[config.mk]
export PLATFORM = sky130hd
export DESIGN_NAME = lirq_core
export DESIGN_NICKNAME = d
export VERILOG_FILES = /design/src/lirq_pkg.sv /design/src/lirq_core.sv
export SDC_FILE = /design/constraint.sdc
export NUM_CORES = 2
export LEC_CHECK = 0
export ABC_AREA = 1
export BUFFER_PORTS_ARGS = -buffer_cell sky130_fd_sc_hd__buf_4
export CAP_MARGIN = 20
export CORE_UTILIZATION = 45
export DETAILED_ROUTE_END_ITERATION = 16
export PLACE_DENSITY_LB_ADDON = 0.15
export SETUP_SLACK_MARGIN = 0.2
export SYNTH_ARGS = -nofsm -noshare
export SYNTH_HDL_FRONTEND = slang
export SYNTH_SLANG_ARGS = --single-unit
[constraint.sdc]
create_clock -name clk -period 22.6 [get_ports clk]
set_clock_uncertainty 0.15 [all_clocks]
set_input_delay 2.26 -clock clk [delete_from_list [all_inputs] [get_ports clk]]
set_output_delay 2.26 -clock clk [all_outputs]
set_load 0.01 [all_outputs]
[src/lirq_pkg.sv]
// Shared constants, types and the overview for the local interrupt block
// Overview of operation
// - A completion write clears the top in-service bit, then dispatches next.
// - Completing a level-triggered vector broadcasts a completion message on the bus unless one is already waiting.
// - Threshold N blocks priority classes N and below; 0 admits classes 1 to 15, 15 none.
// - The task priority threshold resets to zero.
// - A control-register threshold write takes effect as the write completes.
// - Control-register access from nonzero privilege raises protection fault zero.
// - Only bits 3:0 of the control register hold; nonzero upper bits fault.
// - Controller comes up enabled; control writes act and mirror only while enabled.
// - Control write loads threshold bits 7:4, clears 3:0; read zero-extends 7:4.
// - Acknowledge of a newly masked request returns the spurious vector, state untouched.
// - Spurious vector: newer parts all 8 bits writable; older bits 3:0 hardwired ones.
// - Software-enable bit set enables the controller, cleared disables it.
// - Older parts: focus-check bit 0 enables, 1 disables; newer reserve it. Here bit 9 is only stored (older) or cleared (newer); no logic reads it.
// - Contenders send type and priority first; losers stop; the survivor sends.
// - After a message all add one, sender goes to 0, idle 15 takes sender+1.
// - Completion messages win regardless of priority; among them priority decides.
// - Lowest-priority ties break by arbitration identifier using all 8 priority bits.
package lirq_pkg;
  localparam int VEC_W = 8;
  localparam int NVEC = 256;
  localparam int PRI_W = 4;
  localparam int CR8_W = 64;
  localparam int SVR_W = 32;
  localparam int SVR_EN_BIT = 8;
  localparam int SVR_FOCUS_BIT = 9;
  localparam logic [31:0] SVR_RESET = 32'h000001FF;
  localparam logic [7:0] TPR_RESET = 8'h00;
  localparam logic [3:0] VEC_LOW_HARD = 4'hF;
  localparam logic [3:0] PRI_TOP = 4'hF;
  localparam logic [3:0] PRI_ONE = 4'h1;
  localparam logic [4:0] HDR_LAST = 5'h04;
  localparam logic [4:0] MSG_LAST = 5'h07;
  localparam logic [1:0] CPL_KERNEL = 2'h0;

  typedef enum logic [1:0] {
    ARB_IDLE = 2'b00,
    ARB_CONTEND = 2'b01,
    ARB_SEND = 2'b11,
    ARB_LISTEN = 2'b10
  } arb_state_t;

  typedef struct packed {
    logic wr;
    logic rd;
    logic [1:0] cpl;
    logic [CR8_W-1:0] wdata;
  } cr8_req_t;

  typedef struct packed {
    logic valid;
    logic level;
    logic [VEC_W-1:0] vector;
  } accept_t;
endpackage

[src/lirq_core.sv]
// Completion, threshold, spurious vector and serial bus arbitration logic
`timescale 1ns/100ps
`default_nettype none
module lirq_core (
  input wire logic clk, // 100 MHz
  input wire logic rst_n, // Async reset, active low
  input wire lirq_pkg::accept_t accept, // Accepted fixed interrupt
  input wire logic ack_cycle, // Acknowledge cycle pulse from core
  input wire logic completion_wr, // Completion register write pulse
  input wire lirq_pkg::cr8_req_t cr8_req, // Priority control access
  input wire logic tpr_wr, // Memory-mapped threshold write
  input wire logic [7:0] tpr_wdata, // Memory-mapped threshold data
  input wire logic svr_wr, // Spurious vector register write
  input wire logic [31:0] svr_wdata, // Spurious vector register data
  input wire logic legacy_mode, // Strap: older register layout
  input wire logic [3:0] arbitration_identifier, // Unique bus id
  input wire logic [7:0] peer_lp_value, // Peer lowest-priority value
  input wire logic [3:0] peer_arbitration_identifier, // Peer arbitration id
  input wire logic bus_tick, // Serial bus bit clock pin
  input wire logic bus_line_i, // Serial bus level
  output logic bus_line_o, // Serial bus drive value
  output logic bus_line_oe, // Serial bus drive enable
  output logic core_request_line, // Interrupt request to core
  output logic ack_valid, // Vector answer valid pulse
  output logic [7:0] ack_vector, // Delivered vector
  output logic [7:0] tpr_rdata, // Memory-mapped threshold readback
  output logic [31:0] svr_rdata, // Spurious vector register readback
  output logic [63:0] cr8_rdata, // Control register read data
  output logic cr8_done, // Control access completed pulse
  output logic cr8_fault, // Protection fault zero pulse
  output logic eoi_msg_sent, // Completion message sent pulse
  output logic [3:0] arb_priority, // Current bus arbitration priority
  output logic lp_win // This controller wins lowest-priority tie
);
  logic [255:0] irr_q, irr_d, isr_q, isr_d, tmr_q, tmr_d;
  logic [7:0] tpr_q, tpr_d;
  logic [31:0] svr_q, svr_d;
  logic [63:0] cr8_rdata_q, cr8_rdata_d;
  logic cr8_done_q, cr8_fault_q;
  logic req_q, ack_valid_q;
  logic [7:0] ack_vector_q, ack_vector_d;
  logic [2:0] legacy_sync_q, tick_sync_q;
  logic [1:0] line_sync_q;
  logic legacy_q;
  logic [1:0] id_load_q;
  logic [3:0] apr_q, apr_d;
  logic pend_q, pend_d;
  logic [7:0] pend_vec_q, pend_vec_d;
  lirq_pkg::arb_state_t st_q, st_d;
  logic [4:0] bit_q, bit_d;
  logic contend_q, contend_d;
  logic [3:0] obs_q, obs_d;
  logic oe_q, oe_d, sent_q, lp_win_q;

  function automatic logic [8:0] top_bit(input logic [255:0] v);
    logic [8:0] r;
    r = 9'h000;
    for (int i = 0; i < 256; i++) begin
      if (v[i]) begin
        r = {1'b1, 8'(i)};
      end
    end
    return r;
  endfunction

  // Highest set request and in-service vectors, bit 8 flags presence
  wire [8:0] irr_top = top_bit(irr_q);
  wire [8:0] isr_top = top_bit(isr_q);
  wire enabled = svr_q[lirq_pkg::SVR_EN_BIT];
  wire [3:0] isr_cls = isr_top[8] ? isr_top[7:4] : 4'h0;
  wire [3:0] ppr_cls = (tpr_q[7:4] >= isr_cls) ? tpr_q[7:4] : isr_cls;
  // Class must exceed both threshold and in-service class
  wire deliverable = enabled && irr_top[8] &&
    (irr_top[7:4] > ppr_cls);
  wire [7:0] spur_vec = legacy_q ?
    {svr_q[7:4], lirq_pkg::VEC_LOW_HARD} : svr_q[7:0];

  // Control register checks
  wire cr8_any = cr8_req.wr | cr8_req.rd;
  wire cr8_bad_cpl = cr8_req.cpl != lirq_pkg::CPL_KERNEL;
  wire cr8_bad_hi = cr8_req.wr && (cr8_req.wdata[63:4] != 60'h0);
  wire cr8_flt = cr8_any && (cr8_bad_cpl || cr8_bad_hi);
  wire cr8_wr_ok = cr8_req.wr && !cr8_flt && enabled;
  wire cr8_rd_ok = cr8_req.rd && !cr8_flt;

  // Completion handling
  wire do_eoi = completion_wr && isr_top[8];
  wire eoi_level = do_eoi && tmr_q[isr_top[7:0]];
  wire do_ack = ack_cycle;

  // Serial bus sampled levels: line uses the second stage, tick edge the second and third
  wire tick_rise = tick_sync_q[1] & ~tick_sync_q[2];
  wire line_s = line_sync_q[1];
  wire [4:0] hdr = {1'b1, apr_q}; // Completion type bit leads

  always_comb begin
    irr_d = irr_q;
    isr_d = isr_q;
    tmr_d = tmr_q;
    ack_vector_d = ack_vector_q;
    if (do_eoi) begin
      isr_d[isr_top[7:0]] = 1'b0;
    end
    if (do_ack && deliverable) begin
      irr_d[irr_top[7:0]] = 1'b0;
      isr_d[irr_top[7:0]] = 1'b1;
      ack_vector_d = irr_top[7:0];
    end else if (do_ack) begin
      ack_vector_d = spur_vec;
    end
    // A new acceptance wins over a same-cycle dispatch clear
    if (accept.valid) begin
      irr_d[accept.vector] = 1'b1;
      tmr_d[accept.vector] = accept.level;
    end
  end

  always_comb begin
    tpr_d = tpr_q;
    svr_d = svr_q;
    cr8_rdata_d = cr8_rdata_q;
    if (tpr_wr) begin
      tpr_d = tpr_wdata;
    end
    if (cr8_wr_ok) begin
      tpr_d = {cr8_req.wdata[3:0], 4'h0};
    end
    if (cr8_rd_ok) begin
      cr8_rdata_d = {60'h0, tpr_q[7:4]};
    end
    if (svr_wr) begin
      svr_d = {22'h0, svr_wdata[9:0]};
      if (legacy_q) begin
        svr_d[3:0] = lirq_pkg::VEC_LOW_HARD;
      end else begin
        svr_d[lirq_pkg::SVR_FOCUS_BIT] = 1'b0;
      end
    end
  end

  // Bus arbitration and message sequencing
  always_comb begin
    st_d = st_q;
    bit_d = bit_q;
    contend_d = contend_q;
    obs_d = obs_q;
    apr_d = apr_q;
    pend_d = pend_q;
    pend_vec_d = pend_vec_q;
    oe_d = 1'b0;
    case (st_q)
      lirq_pkg::ARB_IDLE: begin
        oe_d = pend_q;
        if (tick_rise && (pend_q || line_s)) begin
          st_d = lirq_pkg::ARB_CONTEND;
          bit_d = 5'h00;
          contend_d = pend_q;
        end
      end
      lirq_pkg::ARB_CONTEND: begin
        oe_d = contend_q && hdr[3'(3'd4 - bit_q[2:0])];
        if (tick_rise) begin
          if (contend_q && !hdr[3'(3'd4 - bit_q[2:0])] && line_s) begin
            contend_d = 1'b0;
          end
          if (bit_q != 5'h00) begin
            obs_d = {obs_q[2:0], line_s};
          end
          bit_d = bit_q + 5'h01;
          if (bit_q == lirq_pkg::HDR_LAST) begin
            bit_d = 5'h00;
            st_d = contend_d ? lirq_pkg::ARB_SEND : lirq_pkg::ARB_LISTEN;
          end
        end
      end
      lirq_pkg::ARB_SEND, lirq_pkg::ARB_LISTEN: begin
        oe_d = (st_q == lirq_pkg::ARB_SEND) &&
          pend_vec_q[3'(3'd7 - bit_q[2:0])];
        if (tick_rise) begin
          bit_d = bit_q + 5'h01;
          if (bit_q == lirq_pkg::MSG_LAST) begin
            st_d = lirq_pkg::ARB_IDLE;
            if (st_q == lirq_pkg::ARB_SEND) begin
              apr_d = 4'h0;
              pend_d = 1'b0;
            end else if (apr_q == lirq_pkg::PRI_TOP) begin
              apr_d = obs_q + lirq_pkg::PRI_ONE;
            end else begin
              apr_d = apr_q + lirq_pkg::PRI_ONE;
            end
          end
        end
      end
      default: begin
        st_d = lirq_pkg::ARB_IDLE;
      end
    endcase
    // A new completion is queued only when none is waiting
    if (eoi_level && !pend_q) begin
      pend_d = 1'b1;
      pend_vec_d = isr_top[7:0];
    end
  end

  // Lowest-priority tie break over the full 8-bit value
  wire [7:0] own_lp = tpr_q;
  wire lp_win_d = (own_lp < peer_lp_value) ||
    ((own_lp == peer_lp_value) &&
    (arbitration_identifier > peer_arbitration_identifier));

  always_ff @(posedge clk or negedge rst_n) begin
    if (!rst_n) begin
      legacy_sync_q <= 3'h0;
      tick_sync_q <= 3'h0;
      line_sync_q <= 2'h0;
    end else begin
      legacy_sync_q <= {legacy_sync_q[1:0], legacy_mode};
      tick_sync_q <= {tick_sync_q[1:0], bus_tick};
      line_sync_q <= {line_sync_q[0], bus_line_i};
    end
  end

  always_ff @(posedge clk or negedge rst_n) begin
    if (!rst_n) begin
      irr_q <= '0;
      isr_q <= '0;
      tmr_q <= '0;
      tpr_q <= lirq_pkg::TPR_RESET;
      svr_q <= lirq_pkg::SVR_RESET;
    end else begin
      irr_q <= irr_d;
      isr_q <= isr_d;
      tmr_q <= tmr_d;
      tpr_q <= tpr_d;
      svr_q <= svr_d;
    end
  end

  always_ff @(posedge clk or negedge rst_n) begin
    if (!rst_n) begin
      cr8_rdata_q <= '0;
      cr8_done_q <= 1'b0;
      cr8_fault_q <= 1'b0;
      req_q <= 1'b0;
      ack_valid_q <= 1'b0;
      ack_vector_q <= 8'h00;
    end else begin
      cr8_rdata_q <= cr8_rdata_d;
      cr8_done_q <= cr8_any && !cr8_flt;
      cr8_fault_q <= cr8_flt;
      req_q <= deliverable && !do_ack;
      ack_valid_q <= do_ack;
      ack_vector_q <= ack_vector_d;
    end
  end

  // Strap and identifier are caught after reset release, not under it
  always_ff @(posedge clk or negedge rst_n) begin
    if (!rst_n) begin
      legacy_q <= 1'b0;
      id_load_q <= 2'h0;
      apr_q <= 4'h0;
      st_q <= lirq_pkg::ARB_IDLE;
      bit_q <= 5'h00;
      contend_q <= 1'b0;
      obs_q <= 4'h0;
      pend_q <= 1'b0;
      pend_vec_q <= 8'h00;
      oe_q <= 1'b0;
      sent_q <= 1'b0;
      lp_win_q <= 1'b0;
    end else begin
      legacy_q <= legacy_sync_q[2];
      id_load_q <= {id_load_q[0], 1'b1};
      apr_q <= (id_load_q == 2'h1) ? arbitration_identifier : apr_d;
      st_q <= st_d;
      bit_q <= bit_d;
      contend_q <= contend_d;
      obs_q <= obs_d;
      pend_q <= pend_d;
      pend_vec_q <= pend_vec_d;
      oe_q <= oe_d;
      sent_q <= (st_q == lirq_pkg::ARB_SEND) && (st_d == lirq_pkg::ARB_IDLE);
      lp_win_q <= lp_win_d;
    end
  end

  assign bus_line_o = oe_q;
  assign bus_line_oe = oe_q;
  assign core_request_line = req_q;
  assign ack_valid = ack_valid_q;
  assign ack_vector = ack_vector_q;
  assign tpr_rdata = tpr_q;
  assign svr_rdata = svr_q;
  assign cr8_rdata = cr8_rdata_q;
  assign cr8_done = cr8_done_q;
  assign cr8_fault = cr8_fault_q;
  assign eoi_msg_sent = sent_q;
  assign arb_priority = apr_q;
  assign lp_win = lp_win_q;
endmodule
`default_nettype wire

==> impl_metrics.csv <==
group,metric,value,unit
yosys,synth_top_area_share,47.4,%
yosys,synthTopCellsByCount,"2089 x nand2_1, 1057 x o21ai_0, 832 x dfrtp_1, 762 x inv_1, 551 x nor2_1",
yosys,ys_seq_area_share,48.0,%
die,die_area,98800,µm²
sta,slew_headroom,20.3,%
yosys,avgSynthCellArea,7.19,µm²
die,core,96700,µm²
sta,setup-tns-final,0,ps
die,die_h,314,µm
grt,grt_pass1_vias,38400,
worst_setup_path,critPathCaptureType,"flop",
yosys,synth-compound-area-share,14.0,%
yosys,yosysMostFrequentCell,"nand2_1",
worst_setup_path,cpMaxStageDelayCell,"nand2_4",
die,ios,267,
sta,rsz0062_at_grt,"false",
die,die_w,314,µm
cts,cts-root-buf,"clkbuf_16",
sta,setup_viol,0,
final_layout,syn_to_final_growth,13.0,%
routing,dr_total_vias,41200,
sta,max_freq,0.0571,GHz
hold_path,hp-class,"reg -> reg",
worst_setup_path,path_delay_family,"simple AND/OR/NAND/NOR gates",
worst_setup_path,required,23010,ps
yosys,synth_fa_ha_area_share,0.656,%
cts,cts_setup_buffers,0,
worst_setup_path,startpoint_type,"flop",
place,port_buffers,162,
final_layout,fin_util,51.3,%
yosys,synth-edff-count,0,
cts,cts.reportedPaths.clkPinSlew,70,ps
sta,finalHoldViolations,0,
cts,clock_latency,690,ps
sta,worst_slew_pin_slew,1190,ps
cts,cts.sinks,841,
sta,slew_violations,0,
die,num_rows,114,
yosys,ys_types,53,
final_layout,drive_gt1_share,7.55,%
yosys,yosys.area_share.simple,27.0,%
worst_setup_path,worstPathArrival,17910,ps
routing,post_drt_wl_per_cell,21.6,µm
sta,finalCriticalPeriod,17500,ps
worst_setup_path,path_max_fanout,34,
routing,first_pass_iters,8,
yosys,synth_xor_xnor_area_share,0.0599,%
grt,grt_pass1_wl,242,mm
yosys,synthFlopType,"dfrtp_1",
worst_setup_path,max_stage_delay,630,ps
grt,grt_start_max_net_pins,102,
cts,numCtsBuffers,94,
cts,clock_path_buffers,3,
sta,finalCritPeriodShare,77.4,%
yosys,synthesis.area,43900,µm²
cts,cts_hold_buffers,0,
cts,cts_max_level,3,
cts,cts_tree,"yes",
yosys,muxShareOfSynthArea,0.0257,%
grt,antenna_found_initial,12,
worst_setup_path,r2r_slack,5100,ps
place,gp_congestion,0.942,
worst_setup_path,cp_num_buf_inv,2,
place,hpwl,102,mm
yosys,yosys_warnings,0,
cts,cts_resized,0,
yosys,synth_seq_cells,841,
yosys,async_flop_share,100,%
grt,grt.total_usage,32.9,%
outcome,status,"finished clean",
yosys,synth_cells,6106,
final_layout,final_nets,6379,
die,start_util,45.4,%
yosys,synth_top_family_by_area,"simple AND/OR/NAND/NOR gates",
worst_setup_path,cp_common_cell,"nand2_1",
flow_run,drv_cap,0,
routing,drt_iter0_markers,4967,
routing,drcViolationCount,0,
yosys,yosysTopAreaCell,"dfrtp_1",
routing,ant_nets,0,
yosys,ys_top_cells_by_area,"dfrtp_1 47%, nand2_1 18%, o21ai_0 12%",
worst_setup_path,path_class,"reg -> reg",
routing,routed_wl,163,mm
routing,vias_per_cell,5.44,
grt,gr-total-overflow,0,
==> final timing paths <==
path | from | end | cells past startpoint
max in group asynchronous | rst_n | tmr_q[38]$_DFFE_PN0P_ | 4
worst max register to register | isr_q[2]$_DFF_PN0_ | pend_vec_q[0]$_DFFE_PN0P_ | 269
worst min-delay path | legacy_sync_q[2]$_DFF_PN0_ | legacy_q$_DFF_PN0_ | 0
min in group asynchronous | rst_n | isr_q[202]$_DFF_PN0_ | 1
worst min register to register | legacy_sync_q[2]$_DFF_PN0_ | legacy_q$_DFF_PN0_ | 0
worst max-delay path | isr_q[2]$_DFF_PN0_ | pend_vec_q[0]$_DFFE_PN0P_ | 269
==> state kept, by name, indices dropped and copies added, names as in the netlist, 5 cells and up <==
name and count:
tmr_q 256, svr_rdata 10, ack_vector 8, pend_vec_q 8, irr_q 256, isr_q 256
bit_q 5, tpr_rdata 8
==> through the flow <==
step | area [µm²] | instances | hold slack (ps) | setup slack [ps]
finish | 49600 | 7569 | 201 | 5100
global route | 49600 | 7566 | 210 | 2400
CTS | 49500 | 7560 | 197 | 5250
detailed placement | 46300 | 7387 | 189 | 5310
global placement | 46200 | 7381 | 188 | 5130
floorplan | 44200 | 6187 | 181 | 9950
==> final cells by class <==
type / instances / area, µm²
Antenna cell: 3 / 7.51
Clock buffer: 136 / 2740
Clock inverter: 37 / 429
Fill cell: 9660 / 47100
Inverter: 781 / 2940
Multi-Input combinational cell: 4247 / 18800
Sequential cell: 841 / 21100
Tap cell: 1276 / 1600
Timing Repair Buffer: 248 / 1970
==> worst reg2reg max path, delay by kind of cell, from the launching register on <==
kind | cells | cell delay, ps
buf+inv | 2 | 610
compound gates | 1 | 260
simple gates | 266 | 16010
flops | 1 | 390
==> kinds of logic (layout without fill, tap and decap cells) <==
logic type / after synthesis / count (layout)
and+or+nand+nor: 2947 / 2947
AOI/OAI and AO/OA: 1190 / 1190
buffers and inverters: 1099 / 1202
DFF: 841 / 841
adders and majority gates: 23 / 23
xor gates and xnor gates: 3 / 3
other: 2 / 86
muxes: 1 / 1
==> cell usage in the layout (no fill, tap or decap), types with 4 or more instances in the layout <==
cell	synthesis	layout
o22ai_1	13	13
a21oi_1	43	42
dfrtp_1	832	832
o21bai_1	10	10
buf_8	0	6
nand3_1	100	98
bufinv_16	0	7
nand2_1	2089	2076
nor2_1	551	529
o211ai_1	13	13
clkinv_2	0	21
inv_2	14	14
clkbuf_8	0	21
nand4_1	53	53
clkbuf_16	0	95
nand2_2	1	14
a31oi_1	11	11
o21ai_1	14	14
nor2_2	1	6
buf_4	87	237
inv_1	762	759
o221ai_1	9	9
nor3_1	12	12
clkinv_1	5	7
ha_1	23	23
nor4_1	33	33
o21ai_0	1057	1057
conb_1	2	83
dfstp_2	9	9
nand3b_1	97	97
clkbuf_1	215	20
nand2_4	4	4
nor2_4	1	18
==> per-layer routing <==
metal | GRT usage, % | part of all wire (%) | up-vias
met5 | 0 | 0.0080 | -
met4 | 12.7 | 4.0 | 2
met3 | 5.23 | 9.5 | 377
met2 | 50.2 | 44 | 1879
met1 | 46.9 | 43 | 19600
li1 | - | - | 19300
Power is not shown: default switching activity piles up to over one toggle a cycle in this logic, so the estimate is an artifact.
